## src/core/ext_bus_pkg.sv

```systemverilog
/*
 * Shared constants and carrier types for the external memory bus interface.
 * Assumes a single core clock domain; pins are resolved to wires by the bench.
 */
`default_nettype none
package ext_bus_pkg;
	localparam int ADDR_W = 20;
	localparam int LOW_ADDR_W = 16;
	localparam int DATA_W = 16;
	localparam int WS_W = 3;
	localparam logic [ADDR_W-1:0] RESET_FETCH_ADDR = 20'h0FF80;
	localparam logic [LOW_ADDR_W-1:0] ROM_BASE = 16'hF000;
	localparam logic [WS_W-1:0] READY_MIN_WS = 3'h2;
	localparam logic [WS_W-1:0] WS_ONE = 3'h1;

	typedef enum logic [1:0] {
		SPACE_PROG = 2'b00,
		SPACE_DATA = 2'b01,
		SPACE_IO = 2'b10
	} space_t;

	typedef struct packed {
		space_t space;
		logic write;
		logic fetch;
		logic [ADDR_W-1:0] addr;
		logic [DATA_W-1:0] wdata;
	} bus_req_t;

	typedef struct packed {
		logic data_sel_n;
		logic prog_sel_n;
		logic io_sel_n;
		logic mem_strobe_n;
		logic io_strobe_n;
		logic rw;
		logic fetch_n;
	} bus_ctl_t;

	localparam bus_ctl_t CTL_IDLE = 7'h7F;
endpackage : ext_bus_pkg
`default_nettype wire

```

## src/core/ext_memory_bus_interface.sv

```systemverilog
/*
 * External memory and I/O bus interface: space selects, strobes, direction,
 * software and ready wait states, wait-state-done output, hold/release and
 * reset-time ROM map mode. Assumes the core issues one request at a time and
 * that pins (ready, hold, mode select, float control) are asynchronous.
 */
`default_nettype none
module ext_memory_bus_interface #(
	parameter logic [ext_bus_pkg::WS_W-1:0] WAIT_STATES = 3'h2
) (
	input wire logic core_clk,
	input wire logic rst,
	input wire logic clk_en,
	input wire logic rom_map_mode_sel,
	input wire logic mode_override_valid,
	input wire logic mode_override,
	input wire logic req_valid,
	output logic req_ready,
	input wire ext_bus_pkg::bus_req_t req,
	output logic rsp_valid,
	output logic [ext_bus_pkg::DATA_W-1:0] rsp_rdata,
	output logic rsp_internal_rom,
	output logic processor_mode_status,
	input wire logic ready_pin,
	input wire logic hold_req_n,
	input wire logic emu_float_ctrl_n,
	output logic [ext_bus_pkg::ADDR_W-1:0] addr_o,
	output logic addr_oe,
	input wire logic [ext_bus_pkg::DATA_W-1:0] data_i,
	output logic [ext_bus_pkg::DATA_W-1:0] data_o,
	output logic data_oe,
	output logic data_space_sel_n,
	output logic program_space_sel_n,
	output logic io_space_sel_n,
	output logic mem_strobe_n,
	output logic io_strobe_n,
	output logic rw_n,
	output logic instr_fetch_addr_n,
	output logic bus_release_ack_n,
	output logic wait_states_done_n,
	output logic ctl_oe
);
	// Counter is WS_W bits wide, so larger wait counts cannot be served
	if (WAIT_STATES > 3'h7) begin : g_ws_range
		$error("WAIT_STATES out of range");
	end

	typedef enum logic [1:0] {
		ST_IDLE = 2'b00,
		ST_WAIT = 2'b01,
		ST_READY = 2'b10,
		ST_HOLD = 2'b11
	} state_t;

	state_t state_r, state_nxt;
	logic [ext_bus_pkg::WS_W-1:0] ws_cnt_r, ws_cnt_nxt;
	ext_bus_pkg::bus_req_t cur_r;
	ext_bus_pkg::bus_ctl_t ctl_r, ctl_nxt;
	logic mc_mode_r;
	logic boot_pend_r;
	logic in_reset_r;
	logic [2:0] sync1_r, sync2_r;
	logic rsp_valid_r;
	logic [ext_bus_pkg::DATA_W-1:0] rdata_r;
	logic rom_hit_r;
	logic [1:0] mode_sync_r;

	// Two-flop synchronisers for ready, hold and float control
	always_ff @(posedge core_clk or posedge rst) begin
		if (rst) begin
			sync1_r <= 3'h6;
			sync2_r <= 3'h6;
		end else if (clk_en) begin
			sync1_r <= {hold_req_n, emu_float_ctrl_n, ready_pin};
			sync2_r <= sync1_r;
		end
	end

	wire ready_s = sync2_r[0];
	wire float_n_s = sync2_r[1];
	wire hold_s = ~sync2_r[2];

	// Mode select caught while reset is asserted, then software may override
	always_ff @(posedge core_clk or posedge rst) begin
		if (rst) begin
			in_reset_r <= 1'b1;
		end else if (clk_en) begin
			in_reset_r <= 1'b0;
		end
	end

	// Mode pin is static in reset but still asynchronous; two flops like the rest
	always_ff @(posedge core_clk) begin
		if (clk_en) begin
			mode_sync_r <= {mode_sync_r[0], rom_map_mode_sel};
		end
	end

	always_ff @(posedge core_clk) begin
		if (clk_en) begin
			if (in_reset_r) begin
				mc_mode_r <= ~mode_sync_r[1];
			end else if (mode_override_valid) begin
				mc_mode_r <= ~mode_override;
			end
		end
	end

	assign processor_mode_status = ~mc_mode_r;

	wire [ext_bus_pkg::ADDR_W-1:0] eff_addr =
		boot_pend_r ? ext_bus_pkg::RESET_FETCH_ADDR : req.addr;
	wire is_prog = boot_pend_r || (req.space == ext_bus_pkg::SPACE_PROG);
	wire rom_hit = mc_mode_r && is_prog &&
		(eff_addr[ext_bus_pkg::LOW_ADDR_W-1:0] >= ext_bus_pkg::ROM_BASE);
	wire take = (state_r == ST_IDLE) && req_valid && !hold_s && !in_reset_r;
	wire ext_take = take && !rom_hit;
	// Ready is sampled after the counted waits only if WAIT_STATES is at least READY_MIN_WS
	wire ready_gate = (WAIT_STATES >= ext_bus_pkg::READY_MIN_WS);
	wire ws_last = (ws_cnt_r == ext_bus_pkg::WS_ONE);

	assign req_ready = (state_r == ST_IDLE) && !hold_s && !in_reset_r;

	// Control pattern for a new external cycle; one select only
	ext_bus_pkg::bus_ctl_t ctl_new;
	always_comb begin
		ctl_new = ext_bus_pkg::CTL_IDLE;
		if (is_prog) begin
			ctl_new.prog_sel_n = 1'b0;
			ctl_new.mem_strobe_n = 1'b0;
		end else if (req.space == ext_bus_pkg::SPACE_DATA) begin
			ctl_new.data_sel_n = 1'b0;
			ctl_new.mem_strobe_n = 1'b0;
		end else begin
			ctl_new.io_sel_n = 1'b0;
			ctl_new.io_strobe_n = 1'b0;
		end
		ctl_new.rw = boot_pend_r || !req.write;
		ctl_new.fetch_n = !(boot_pend_r || req.fetch);
	end

	wire cycle_end = ((state_r == ST_WAIT) && ws_last && !ready_gate) ||
		((state_r == ST_WAIT) && (WAIT_STATES == 3'h0)) ||
		((state_r == ST_READY) && ready_s);

	always_comb begin
		state_nxt = state_r;
		ws_cnt_nxt = ws_cnt_r;
		ctl_nxt = ctl_r;
		unique case (state_r)
			ST_IDLE: begin
				if (hold_s) begin
					state_nxt = ST_HOLD;
				end else if (ext_take) begin
					state_nxt = ST_WAIT;
					ws_cnt_nxt = WAIT_STATES;
					ctl_nxt = ctl_new;
				end
			end
			ST_WAIT: begin
				if (cycle_end) begin
					state_nxt = ST_IDLE;
					ctl_nxt = ext_bus_pkg::CTL_IDLE;
				end else if (ws_last) begin
					state_nxt = ST_READY;
				end else begin
					ws_cnt_nxt = ws_cnt_r - ext_bus_pkg::WS_ONE;
				end
			end
			ST_READY: begin
				if (cycle_end) begin
					state_nxt = ST_IDLE;
					ctl_nxt = ext_bus_pkg::CTL_IDLE;
				end
			end
			ST_HOLD: begin
				if (!hold_s) state_nxt = ST_IDLE;
			end
		endcase
	end

	always_ff @(posedge core_clk or posedge rst) begin
		if (rst) begin
			state_r <= ST_IDLE;
			ws_cnt_r <= '0;
			ctl_r <= ext_bus_pkg::CTL_IDLE;
			boot_pend_r <= 1'b1;
		end else if (clk_en) begin
			state_r <= state_nxt;
			ws_cnt_r <= ws_cnt_nxt;
			ctl_r <= ctl_nxt;
			if (take) boot_pend_r <= 1'b0;
		end
	end

	always_ff @(posedge core_clk or posedge rst) begin
		if (rst) begin
			cur_r <= '0;
			rsp_valid_r <= 1'b0;
			rdata_r <= '0;
			rom_hit_r <= 1'b0;
		end else if (clk_en) begin
			if (take) begin
				cur_r <= req;
				cur_r.addr <= eff_addr;
				cur_r.write <= req.write && !boot_pend_r;
				if (boot_pend_r) cur_r.space <= ext_bus_pkg::SPACE_PROG;
			end
			rsp_valid_r <= (take && rom_hit) || cycle_end;
			rom_hit_r <= take && rom_hit;
			if (cycle_end) rdata_r <= data_i;
		end
	end

	assign rsp_valid = rsp_valid_r;
	assign rsp_rdata = rdata_r;
	assign rsp_internal_rom = rom_hit_r;

	wire busy = (state_r == ST_WAIT) || (state_r == ST_READY);
	// Hold waits for the cycle in flight to finish first
	wire hold_st = (state_r == ST_HOLD);

	// Upper four lines forced low outside program space
	wire [ext_bus_pkg::ADDR_W-1:0] addr_mux = {
		(cur_r.space == ext_bus_pkg::SPACE_PROG) ?
			cur_r.addr[ext_bus_pkg::ADDR_W-1:ext_bus_pkg::LOW_ADDR_W] : 4'h0,
		cur_r.addr[ext_bus_pkg::LOW_ADDR_W-1:0]};

	assign addr_o = addr_mux;
	assign addr_oe = !hold_st && float_n_s;
	assign data_o = cur_r.wdata;
	assign data_oe = busy && cur_r.write && !hold_st && float_n_s && !rst;
	assign ctl_oe = float_n_s && !hold_st;
	assign data_space_sel_n = ctl_r.data_sel_n;
	assign program_space_sel_n = ctl_r.prog_sel_n;
	assign io_space_sel_n = ctl_r.io_sel_n;
	assign mem_strobe_n = ctl_r.mem_strobe_n;
	assign io_strobe_n = ctl_r.io_strobe_n;
	assign rw_n = ctl_r.rw;
	assign instr_fetch_addr_n = ctl_r.fetch_n;
	assign bus_release_ack_n = !hold_st;
	// With WAIT_STATES at least READY_MIN_WS, low from first wait state until the last one begins
	assign wait_states_done_n = !(ready_gate && (state_r == ST_WAIT) && !ws_last);
endmodule : ext_memory_bus_interface
`default_nettype wire

```

## config.mk

```make
export PLATFORM = sky130hd
export DESIGN_NAME = ext_memory_bus_interface
export DESIGN_NICKNAME = d
export VERILOG_FILES = /design/src/core/ext_bus_pkg.sv /design/src/core/ext_memory_bus_interface.sv
export SDC_FILE = /design/constraint.sdc
export NUM_CORES = 1
export LEC_CHECK = 0
export BUFFER_PORTS_ARGS = -buffer_cell sky130_fd_sc_hd__buf_2
export CAP_MARGIN = 5
export CORE_ASPECT_RATIO = 0.9
export CORE_UTILIZATION = 35
export CTS_CLUSTER_SIZE = 12
export DETAILED_ROUTE_END_ITERATION = 10
export GPL_ROUTABILITY_DRIVEN = 1
export PLACE_DENSITY_LB_ADDON = 0.2
export SLEW_MARGIN = 20
export SYNTH_ARGS = -nofsm -noshare
export SYNTH_HDL_FRONTEND = slang
export SYNTH_SLANG_ARGS = --single-unit
```

## constraint.sdc

```tcl
create_clock -name core_clk -period 2.1 [get_ports core_clk]
set_input_delay 0.105 -clock core_clk [delete_from_list [all_inputs] [get_ports core_clk]]
set_output_delay 0.105 -clock core_clk [all_outputs]
set_load 0.03 [all_outputs]
```

======== Word level (Yosys, flattened, before mapping) ========
Index checks and enable logic that the tools add are counted.
cells by class
  $mul .................................... 0
  add/sub/neg operators ................... 1
  bitwise logic cells ..................... 3
  $lt $le $gt $ge ......................... 1
  div/mod/pow operators ................... 0
  mux-type cells .......................... 27
  eq/ne operators ......................... 14
  reductions and logical operators ........ 44
  shift-type cells ........................ 0
operator list
  operator              number
  $mux 7                3
  $mux 20               1
  $logic_and 1x1->1     17
  $ge 16x16->1 const B  1
  $mux 2                7
  $pmux 7 s2            1
  $mux 3                4
  $ne 2x2->1 const B    6
  $reduce_and 5->1      2
  $logic_not 1->1       9
  $mux 1                8
  $pmux 2 s4            1
  $logic_not 2->1       3
  $ne 3x3->1 const B    2
  $pmux 3 s2            1
  $reduce_and 2->1      3
  $reduce_and 6->1      1
  $reduce_bool 2->1     3
  $logic_or 1x1->1      5
  $eq 2x1->1 const B    2
  $eq 2x2->1 const B    2
  $mux 4                1
  $eq 3x1->1 const B    1
  $not 1->1             3
  3 further kinds       3
word-level totals
  memory bits (read-only) ................. 0
  logic and storage cells ................. 112
  bits in registers ....................... 80
  bits in latches ......................... 0
  memories kept ........................... 0
  RAM bits ................................ 0

======== Depth between registers and ports, before layout ========
Gate-level depths: netlist of run 1.
  depth in word-level cells ............... 9
  mapped depth ............................ 8
  mapped depth without buffers ............ 7

======== Worst setup path before layout of run 1 ========
Ideal clock, no wire load.
  kind .................................... flip-flop to flip-flop
  start ................................... reg state_r[0]
  end ..................................... reg ws_cnt_r[1] in the netlist's numbering
  slack ................................... 145 ps
  required time ........................... 1975 ps
  arrival time ............................ 1830 ps
  cell stages (with the launch flop) ...... 9
  clock period less this slack ............ 1955 ps
  path buffers ............................ 1
  library setup time ...................... 125 ps
  path through ............................ dfrtp_1 > inv_1 > ha_1 > buf_4 > nand2_1 > nor3b_4 > a2bb2oi_2 > nor2_1 > mux2_2
between the ends
  cells in the longest elaborated chain, start to end .. 7
  elaborated cells on any way between the ends .. 15
  those cells by class .................... eq/ne (6); mux (1); reduce/logical (8)
RTL lines
  element                            RTL line                                                          source
  start: declaration                 ext_memory_bus_interface.sv:55                                    state_t state_r, state_nxt;
  start signal: assignment           ext_memory_bus_interface.sv:189                                   state_r <= state_nxt;
  $logic_not 2->1                    ext_memory_bus_interface.sv:116, ext_memory_bus_interface.sv:150
  $logic_and 1x1->1 (3 in a row)     ext_memory_bus_interface.sv:116                                   wire take = (state_r == ST_IDLE) && req_valid && !hold_s && !in_reset_r;
  $logic_and 1x1->1                  ext_memory_bus_interface.sv:117                                   wire ext_take = take && !rom_hit;
  $ne 2x2->1 (no source line)        --
  $reduce_and 6->1 (no source line)  --
  end signal: assignment             ext_memory_bus_interface.sv:190                                   ws_cnt_r <= ws_cnt_nxt;
  end: declaration                   ext_memory_bus_interface.sv:56                                    logic [ext_bus_pkg::WS_W-1:0] ws_cnt_r, ws_cnt_nxt;
Several ways; a longest one is shown, not always the timed one.
A chain may end at the register's enable or synchronous reset.

======== Final worst setup path of run 1 ========
Ends and elaborated chain as after synthesis.

==> run metrics, run 1 <==
adder and majority gate portion of the synthesized area=2.43%; largest net degree at the start of global routing=63; Area after DPL=4200 sq um; Vias per Instance=4.50; peak supply drop=0.777 mV; Max FO, Critical Path=6; clock buffer depth=2; Syn Nets=418; synth cell count leaders=nand2_1 (93), dfrtp_1 (64), buf_4 (35); final wirelength=8040 um; vias in the first global route=2696; leakage=2.46 nW; share of the synthesized area in the top cell type=44.5%; Slew Limit Fails=0; Worst slew margin=67.5%; post-layout util=48.7%; nets=553; number of synthesized flops with an enable pin=3; flops & latches, synth=79; Pre-antenna DRT Iters=4; die width=109 um; via count=2750; Seq/Total Area, Yosys=55.7%; endpoints failing setup=0; Synth cell types=34; Core Area=9830 sq um; Reg clk slew, reported paths=0.06 ns; port bufs=133; worst clock skew=0.00439 ns; non-filler cells, final=611; Hold Fails Final Rpt=0; Total GRT Usage=15.5%; I/O pin cnt=134; Design Area, Final=4780 sq um; max frequency=553 MHz; mux contribution to synthesized area=10.2%; ANT nets after route=0; Synth Area in Compound Gates=6.29%; Inst Count DP=565; H-Tree Depth=3; Synth Area in XOR/XNOR=0%; Mapped Area=3600 sq um; Routability Congestion=0.749; Iter 0 DRT Violations=98; ANT cells=0; Max-Cap Viols=0; Inserted Clock Buffers=9; initial antenna violation count=0; post-DP HPWL=5630 um; Die Area=10700 sq um; status=finished, final reports clean; die height=98.2 um; CTS Sinks=79; wire length per cell=13.2 um; Worst-Margin Slew=0.487 ns; area grow syn2layout=32.8%; Simple-Gate Fraction of Synth Area=15.6%; Synth area leaders=dfrtp_1 (44%), nand2_1 (9.7%), dfstp_2 (8.8%); Synthesis Warnings=0; Crit Path Category=reg2reg; crit path time final=1.81 ns; final setup TNS=0 ns; Clock Tree Root=clkbuf_16; Rows=34; CTS tree=yes; Power Density=1550 nW/um^2; share of flip-flops with an asynchronous set or reset=96.2%; final period utilization=86.1%; Synth Flop Type=dfrtp_1; Avg Inst Size Synth=10.4 sq um; top-count cell post-synth=nand2_1; worst min-delay path category=in2reg; DRC viols=0; layout cells sized above 1=40.8%; Critical Path Start Type=register; first-pass GRT wire length=12900 um; combinational family with the most area after synthesis=simple AND/OR/NAND/NOR gates; critical path endpoint category=register; unrepaired setup endpoints after global routing=false; WP data required=2.31 ns; worst skew pair latency=0.32 ns; Crit path arrival time=2.01 ns; Post-Synthesis Cells=345; hold slack=0.0123 ns; Congestion Overflow GR=0; Starting Density=36.7%; post-synth top area cell=dfrtp_1
## per-stage QoR
stage	total power (W)	worst slack, ns
finish	0.00743	0.292
global route	0.00791	0.189
CTS	0.00753	0.294
detailed placement	0.00593	0.299
global placement	0.00586	0.363
floorplan	0.00537	0.0765
## critical path, cell delays in order (launching register included)
cell,delay (ns)
dfrtp_1,0.42
inv_1,0.12
ha_1,0.17
nand2_1,0.11
nor3b_4,0.21
a2bb2oi_2,0.14
nor2_1,0.18
mux2_2,0.35
## final cells by class
| cell class | instances | area, sq um |
|---|---|---|
| clock buffers | 12 | 236 |
| clock inverters | 4 | 47.5 |
| fillers | 917 | 5040 |
| inverters | 12 | 46.3 |
| multi-input cells | 208 | 1240 |
| flip-flops and latches | 79 | 2010 |
| well taps | 126 | 158 |
| repair buffers | 170 | 1040 |
## state kept, by name, summed over array words and instances (netlist names), 2 cells and up
signal	count
mode_sync_r	2
ws_cnt_r	3
state_r	2
addr_o	16
cur_r	7
data_o	16
sync2_r	3
rsp_rdata	16
sync1_r	3
## power breakdown
| part | switching, W | total, W | internal, W |
|---|---|---|---|
| Clock | 0.000587 | 0.00151 | 0.000918 |
| Combinational | 0.00221 | 0.00334 | 0.00113 |
| Sequential | 0.000348 | 0.00258 | 0.00223 |
## final timing paths
| check | start | end | slack, ns | depth (start not counted) |
|---|---|---|---|---|
| setup / recovery | state_r[0] | ws_cnt_r[1] | 0.29 | 7 |
| hold / removal | data_i[11] | rsp_rdata[11] | 0.01 | 2 |
| setup reg to reg | state_r[0] | ws_cnt_r[1] | 0.29 | 7 |
| hold reg to reg | mode_sync_r[0] | mode_sync_r[1] | 0.42 | 0 |
| max in group asynchronous | rst | boot_pend_r | 1.10 | 4 |
| min in group asynchronous | rst | state_r[0] | 0.34 | 3 |
## cell usage in the layout (no fill, tap or decap), types with 3 or more instances in the layout
cell type and count:
and2_1 6, buf_2 133, buf_4 5, clkbuf_1 3, clkbuf_16 9, clkinv_2 3, dfrtp_1 64, dfstp_2 12
dlygate4sd3_1 30, edfxtp_1 3, ha_1 7, inv_1 11, mux2_2 28, mux2i_1 3, nand2_1 93, nor2_1 19
o21ai_0 25
## cells by family (layout without fill, tap and decap cells)
family / count (synthesis) / count (layout)
simple gates: 131 / 131
flops: 79 / 79
buf+inv: 58 / 198
compound gates: 37 / 37
mux: 33 / 33
fa+ha+maj: 7 / 7
## per-layer routing
layer	wire length (um)	vias up	GRT usage [%]
li1	-	1353	-
met1	3670	1302	20.1
met2	3670	90	24.3
met3	642	5	5.61
met4	55	0	4.37
met5	0	-	0
## what timing repair did
action | 4_1_cts | 5_1_grt
resized for setup | 0 | 0
endpoints found under the hold margin | 48 | 1
buffers inserted | 0 | 0
hold buffers | 29 | 1
Note: power is estimated with default switching activity, not from simulation.
==> run 2: changes to the inputs <==
--- a/config.mk
+++ b/config.mk
@@ -13,6 +13,7 @@
 export DETAILED_ROUTE_END_ITERATION = 10
 export GPL_ROUTABILITY_DRIVEN = 1
 export PLACE_DENSITY_LB_ADDON = 0.2
+export REMOVE_ABC_BUFFERS = 1
 export SLEW_MARGIN = 20
 export SYNTH_ARGS = -nofsm -noshare
 export SYNTH_HDL_FRONTEND = slang
==> run 2 against run 1 <==
  * Flip-flop and latch count unchanged
  * Fmax shrank 1.0%
  * Sequential share of layout area fell by 0.29 points
  * First-iteration DRC count rose by 45%
  * Global-route usage increased by 0.17 points
  * Clock power hardly changed
  * Count of clock-buffer cells in the layout is the same
  * Sequential power barely moved
  * Non-clock buffer count grew 3
  * Worst hold slack hardly changed
  * Via count down 0.58%
  * Critical path type unchanged
  * Critical endpoint unchanged
==> run metrics, run 2 (synthesis gave the netlist of run 1 again) <==
CP startpoint=state_r[0]; CTS tree=yes; hold path startpoint=data_i[12]; status=finished, final reports clean; worst clock skew=0.00360 ns (-0.000788 ns); Max FO, Critical Path=6 (unchanged); Iter 0 DRT Violations=142 (+45%); area grow syn2layout=33.7%; ANT nets after route=0 (unchanged); leakage=2.48 nW (+0.78%); Crit Path Category=reg2reg; Critical Path Start Type=register; initial antenna violation count=0 (unchanged); Area after DPL=4210 sq um (+0.18%); worst skew pair latency=0.33 ns (about the same); CTS resizes=0 (unchanged); wire length per cell=13.0 um (-1.5%); unrepaired setup endpoints after global routing=false; layout cells sized above 1=40.9% (about the same); Congestion Overflow GR=0 (unchanged); Max-Cap Viols=0 (unchanged); via count=2734 (-0.58%); first-pass GRT wire length=13000 um (+0.64%); max frequency=548 MHz (-1.0%); Core Area=9830 sq um (unchanged); most frequent cells in the layout=buf_2 (133), nand2_1 (93), dfrtp_1 (64); Total GRT Usage=15.7% (+0.17 points); worst r2r src=state_r[0]; Starting Density=36.7% (unchanged); Rows=34 (unchanged); nets=556 (+0.54%); Reg clk slew, reported paths=0.06 ns (about the same); Pre-antenna DRT Iters=4 (unchanged); final wirelength=7950 um (-1.2%); endpoints failing setup=0 (unchanged); DRC viols=0 (unchanged); Inst Count DP=566 (+0.18%); Crit path arrival time=2.04 ns (+0.03 ns); peak supply drop=0.695 mV (-11%); CTS Sinks=79 (unchanged); Vias per Instance=4.46 (-0.91%); Worst slew margin=68.1% (+0.66 points); FILL cells=919 (+0.22%); post-DP HPWL=5550 um (-1.3%); Slew Limit Fails=0 (unchanged); Hold Fails Final Rpt=0 (unchanged); Inserted Clock Buffers=9 (unchanged); Design Area, Final=4820 sq um (+0.71%); Routability Congestion=0.752 (+0.41%); reg2reg setup slack=0.27 ns (-0.02 ns); port bufs=133 (unchanged); ANT cells=0 (unchanged); most common cell after layout, fill and taps aside=buf_2; Die Area=10700 sq um (unchanged); crit path time final=1.83 ns (+0.0187 ns); critical path endpoint category=register; vias in the first global route=2703 (+0.26%); clock buffer depth=2 (unchanged); die height=98.2 um (unchanged); WP data required=2.32 ns (about the same); H-Tree Depth=3 (unchanged); final period utilization=87.0% (+0.89 points); largest net degree at the start of global routing=63 (unchanged); die width=109 um (unchanged); I/O pin cnt=134 (unchanged); Clock Tree Root=clkbuf_16; Worst-Margin Slew=0.478 ns (-0.00988 ns); total power=0.00743 W (about the same); Power Density=1540 nW/um^2 (-0.76%); non-filler cells, final=613 (+0.33%); worst min-delay path category=in2reg
run 2: cell count changes in the layout (fill, tap and decap cells not counted), sizes merged:
cell,delta
buf,+1
clkinvlp,-1
dlygate4sd3,+2
run 2: report_power, final:
part / total, W / switching, W / internal (W) / leakage (nW)
Sequential: 0.00256 / 0.000329 / 0.00223 / 0.950
Combinational: 0.00334 / 0.00221 / 0.00113 / 1.39
Clock: 0.00153 / 0.000580 / 0.000947 / 0.143
Total: 0.00743 / 0.00311 / 0.00431 / 2.48
run 2: worst paths after layout:
kind,to,cells after the start
worst max-delay path,ws_cnt_r[1],7
worst min-delay path,rsp_rdata[12],2
worst max register to register,ws_cnt_r[1],7
worst min register to register,mode_sync_r[1],0
max in group asynchronous,in_reset_r,4
min in group asynchronous,state_r[1],3
run 2: critical path, stage by stage (launching register included):
cell       delay [ns]
dfrtp_1          0.41
inv_1            0.12
ha_1             0.18
nand2_1          0.10
nor3b_4          0.21
a2bb2oi_2        0.14
nor2_1           0.20
mux2_2           0.35
run 2: what timing repair did:
action,CTS,global route
setup endpoints to repair,0,0
endpoints found under the hold margin,47,0
buffers inserted,0,0
hold buffers,32,0
run 2: per-layer routing:
layer / share of wire, % / wire length, um / track usage, % / up-vias
met1: 45 / 3590 / 20.5 / 1270
met2: 46 / 3630 / 24.6 / 92
met4: 1.1 / 87 / 4.37 / 0
li1: - / - / - / 1362
met3: 8.0 / 633 / 5.41 / 10
met5: 0 / 0 / 0 / -
run 2: area by class of cell:
cell class                      instances  area [sq um]  area share (%)
Timing Repair Buffer                  173          1070            22.2
Clock inverter                          3          43.8           0.909
Tap cell                              126           158            3.27
Sequential cell                        79          2010            41.7
Inverter                               12          46.3           0.961
Clock buffer                           12           246            5.12
Multi-Input combinational cell        208          1240            25.8
run 2: per-stage QoR:
stage          util [%]  worst slack, ns  setup TNS (ns)  hold slack (ns)
2_1_floorplan         -           -0.412          -15.35            0.137
3_3_place_gp       42.8            0.356               0            0.119
3_5_place_dp       42.8            0.278               0            0.130
4_1_cts            49.0            0.273               0         0.000413
5_1_grt            49.0            0.160               0          0.00441
6_report           49.0            0.274               0           0.0128
==> run 3: changes to the inputs <==
--- a/config.mk
+++ b/config.mk
@@ -12,7 +12,7 @@
 export CTS_CLUSTER_SIZE = 12
 export DETAILED_ROUTE_END_ITERATION = 10
 export GPL_ROUTABILITY_DRIVEN = 1
-export PLACE_DENSITY_LB_ADDON = 0.2
+export PLACE_DENSITY_LB_ADDON = 0.08
 export REMOVE_ABC_BUFFERS = 1
 export SLEW_MARGIN = 20
 export SYNTH_ARGS = -nofsm -noshare
==> constraint.sdc (replaced) <==
create_clock -name core_clk -period 2.1 [get_ports core_clk]
set_input_delay 0.105 -clock core_clk [delete_from_list [all_inputs] [get_ports core_clk]]
set_output_delay 0.105 -clock core_clk [all_outputs]
set_load 0.05 [all_outputs]
==> run 3 against run 2 <==
  * Final cell count is 0.33% lower
  * Design area fell by 0.91%
  * Worst hold slack worse by 0.0039 ns
  * Largest cell class unchanged
  * Critical path depth stayed put
  * Utilization down 0.45 points
==> run metrics, run 3 (synthesis gave the netlist of run 1 again) <==
status=finished, final reports clean; worst skew pair latency=0.33 ns (about the same); Routability Congestion=0.723 (-3.9%); Clock Tree Root=clkbuf_16; die width=109 um (unchanged); DRC viols=0 (unchanged); reg2reg setup slack=0.25 ns (-0.03 ns); Iter 0 DRT Violations=118 (-17%); Hold Fails Final Rpt=0 (unchanged); H-Tree Depth=3 (unchanged); WP data required=2.31 ns (about the same); critical path endpoint category=register; Max-Cap Viols=0 (unchanged); setup bufs post-CTS=0 (unchanged); via count=2730 (-0.15%); unrepaired setup endpoints after global routing=false; pre-CTS setup slack=0.263 ns (-0.0146 ns); Total GRT Usage=16.1% (+0.36 points); Starting Density=36.7% (unchanged); largest net degree at the start of global routing=63 (unchanged); Design Area, Final=4770 sq um (-0.91%); worst r2r src=state_r[0]; Crit Path Category=reg2reg; post-DP HPWL=5540 um (-0.25%); leakage=2.46 nW (-0.60%); CTS resizes=0 (unchanged); Vias per Instance=4.47 (+0.18%); R2R cell count=7 (unchanged); port bufs=133 (unchanged); final period utilization=88.2% (+1.2 points); Max FO, Critical Path=6 (unchanged); Power Density=1730 nW/um^2 (+12%); hold slack=0.00891 ns (-0.00387 ns); die height=98.2 um (unchanged); ANT nets after route=0 (unchanged); Worst-Margin Slew=0.674 ns (+0.197 ns); FILL cells=944 (+2.7%); Worst slew margin=55.0% (-13 points); nets=553 (-0.54%); first-pass GRT wire length=13200 um (+1.5%); Inst Count DP=567 (+0.18%); Pre-antenna DRT Iters=4 (unchanged); Inserted Clock Buffers=9 (unchanged); Reg clk slew, reported paths=0.06 ns (about the same); worst min-delay path category=in2reg; layout cells sized above 1=41.4% (+0.58 points); most frequent cells in the layout=buf_2 (133), nand2_1 (93), dfrtp_1 (64); area grow syn2layout=32.5%; Area after DPL=4210 sq um (+0.18%); final wirelength=8020 um (+0.92%); initial antenna violation count=0 (unchanged); r2r endpoint=ws_cnt_r[1]; wire length per cell=13.1 um (+1.2%); Hold Path End=rsp_rdata[10]; Rows=34 (unchanged); hold depth=2 (unchanged); max frequency=540 MHz (-1.4%); Die Area=10700 sq um (unchanged); non-filler cells, final=611 (-0.33%); Crit path arrival time=2.06 ns (+0.02 ns); endpoints failing setup=0 (unchanged); CTS tree=yes; Congestion Overflow GR=0 (unchanged); I/O pin cnt=134 (unchanged); CTS Sinks=79 (unchanged); peak supply drop=0.797 mV (+15%); vias in the first global route=2752 (+1.8%); most common cell after layout, fill and taps aside=buf_2; ANT cells=0 (unchanged); Slew Limit Fails=0 (unchanged); Core Area=9830 sq um (unchanged); hold path startpoint=data_i[10]; crit path time final=1.85 ns (+0.0258 ns); worst setup margin=0.248 ns (-0.0258 ns); cts-stage hold buffer count=27 (-16%); worst clock skew=0.00642 ns (+0.00282 ns); clock buffer depth=2 (unchanged); post-layout util=48.6% (-0.45 points); Critical Path Start Type=register
==> run 3: stage by stage <==
step / setup TNS (ns) / power (W)
3_5_place_dp: 0 / 0.00684
4_1_cts: 0 / 0.00837
5_1_grt: 0 / 0.00877
6_report: 0 / 0.00827
2_1_floorplan: -16.14 / 0.00580
3_3_place_gp: 0 / 0.00678
==> run 3: per-layer routing <==
layer	up-vias	track usage, %	routed length [um]
met3	7	5.67	563
met5	-	0	0
li1	1363	-	-
met4	0	4.68	61
met1	1273	20.3	3680
met2	87	25.7	3720
==> run 3: report_power, final <==
group | switching [W] | internal, W | leakage [nW]
Clock | 0.000587 | 0.000864 | 0.140
Sequential | 0.000317 | 0.00223 | 0.950
Combinational | 0.00314 | 0.00113 | 1.37
==> run 3: worst max-delay path by stage <==
stage / startpoint / to / slack [ns] / depth (start not counted)
after floorplan: state_r[0] / data_oe / -0.85 / 4
after global placement: state_r[0] / data_space_sel_n / 0.34 / 7
after detailed placement: state_r[1] / ws_cnt_r[1] / 0.26 / 7
after CTS: state_r[1] / ws_cnt_r[1] / 0.25 / 7
after global routing: state_r[1] / ws_cnt_r[1] / 0.13 / 7
final: state_r[0] / ws_cnt_r[1] / 0.25 / 7
==> run 3: area by class of cell <==
type                       instances  area [sq um]  share of cell area [%]
inverter                          12          46.3                   0.970
multi-input combinational        208          1240                    26.1
tap                              126           158                    3.30
clock buffer                      13           260                    5.45
clock inverter                     3          18.8                   0.393
timing repair buffer             170          1040                    21.8
sequential                        79          2010                    42.1
==> run 3: critical path: stages, from the launching register on <==
cell and delay [ns]:
dfrtp_1 0.41, inv_1 0.12, ha_1 0.18, nand2_1 0.11
nor3b_4 0.21, a2bb2oi_2 0.14, nor2_1 0.22, mux2_2 0.35
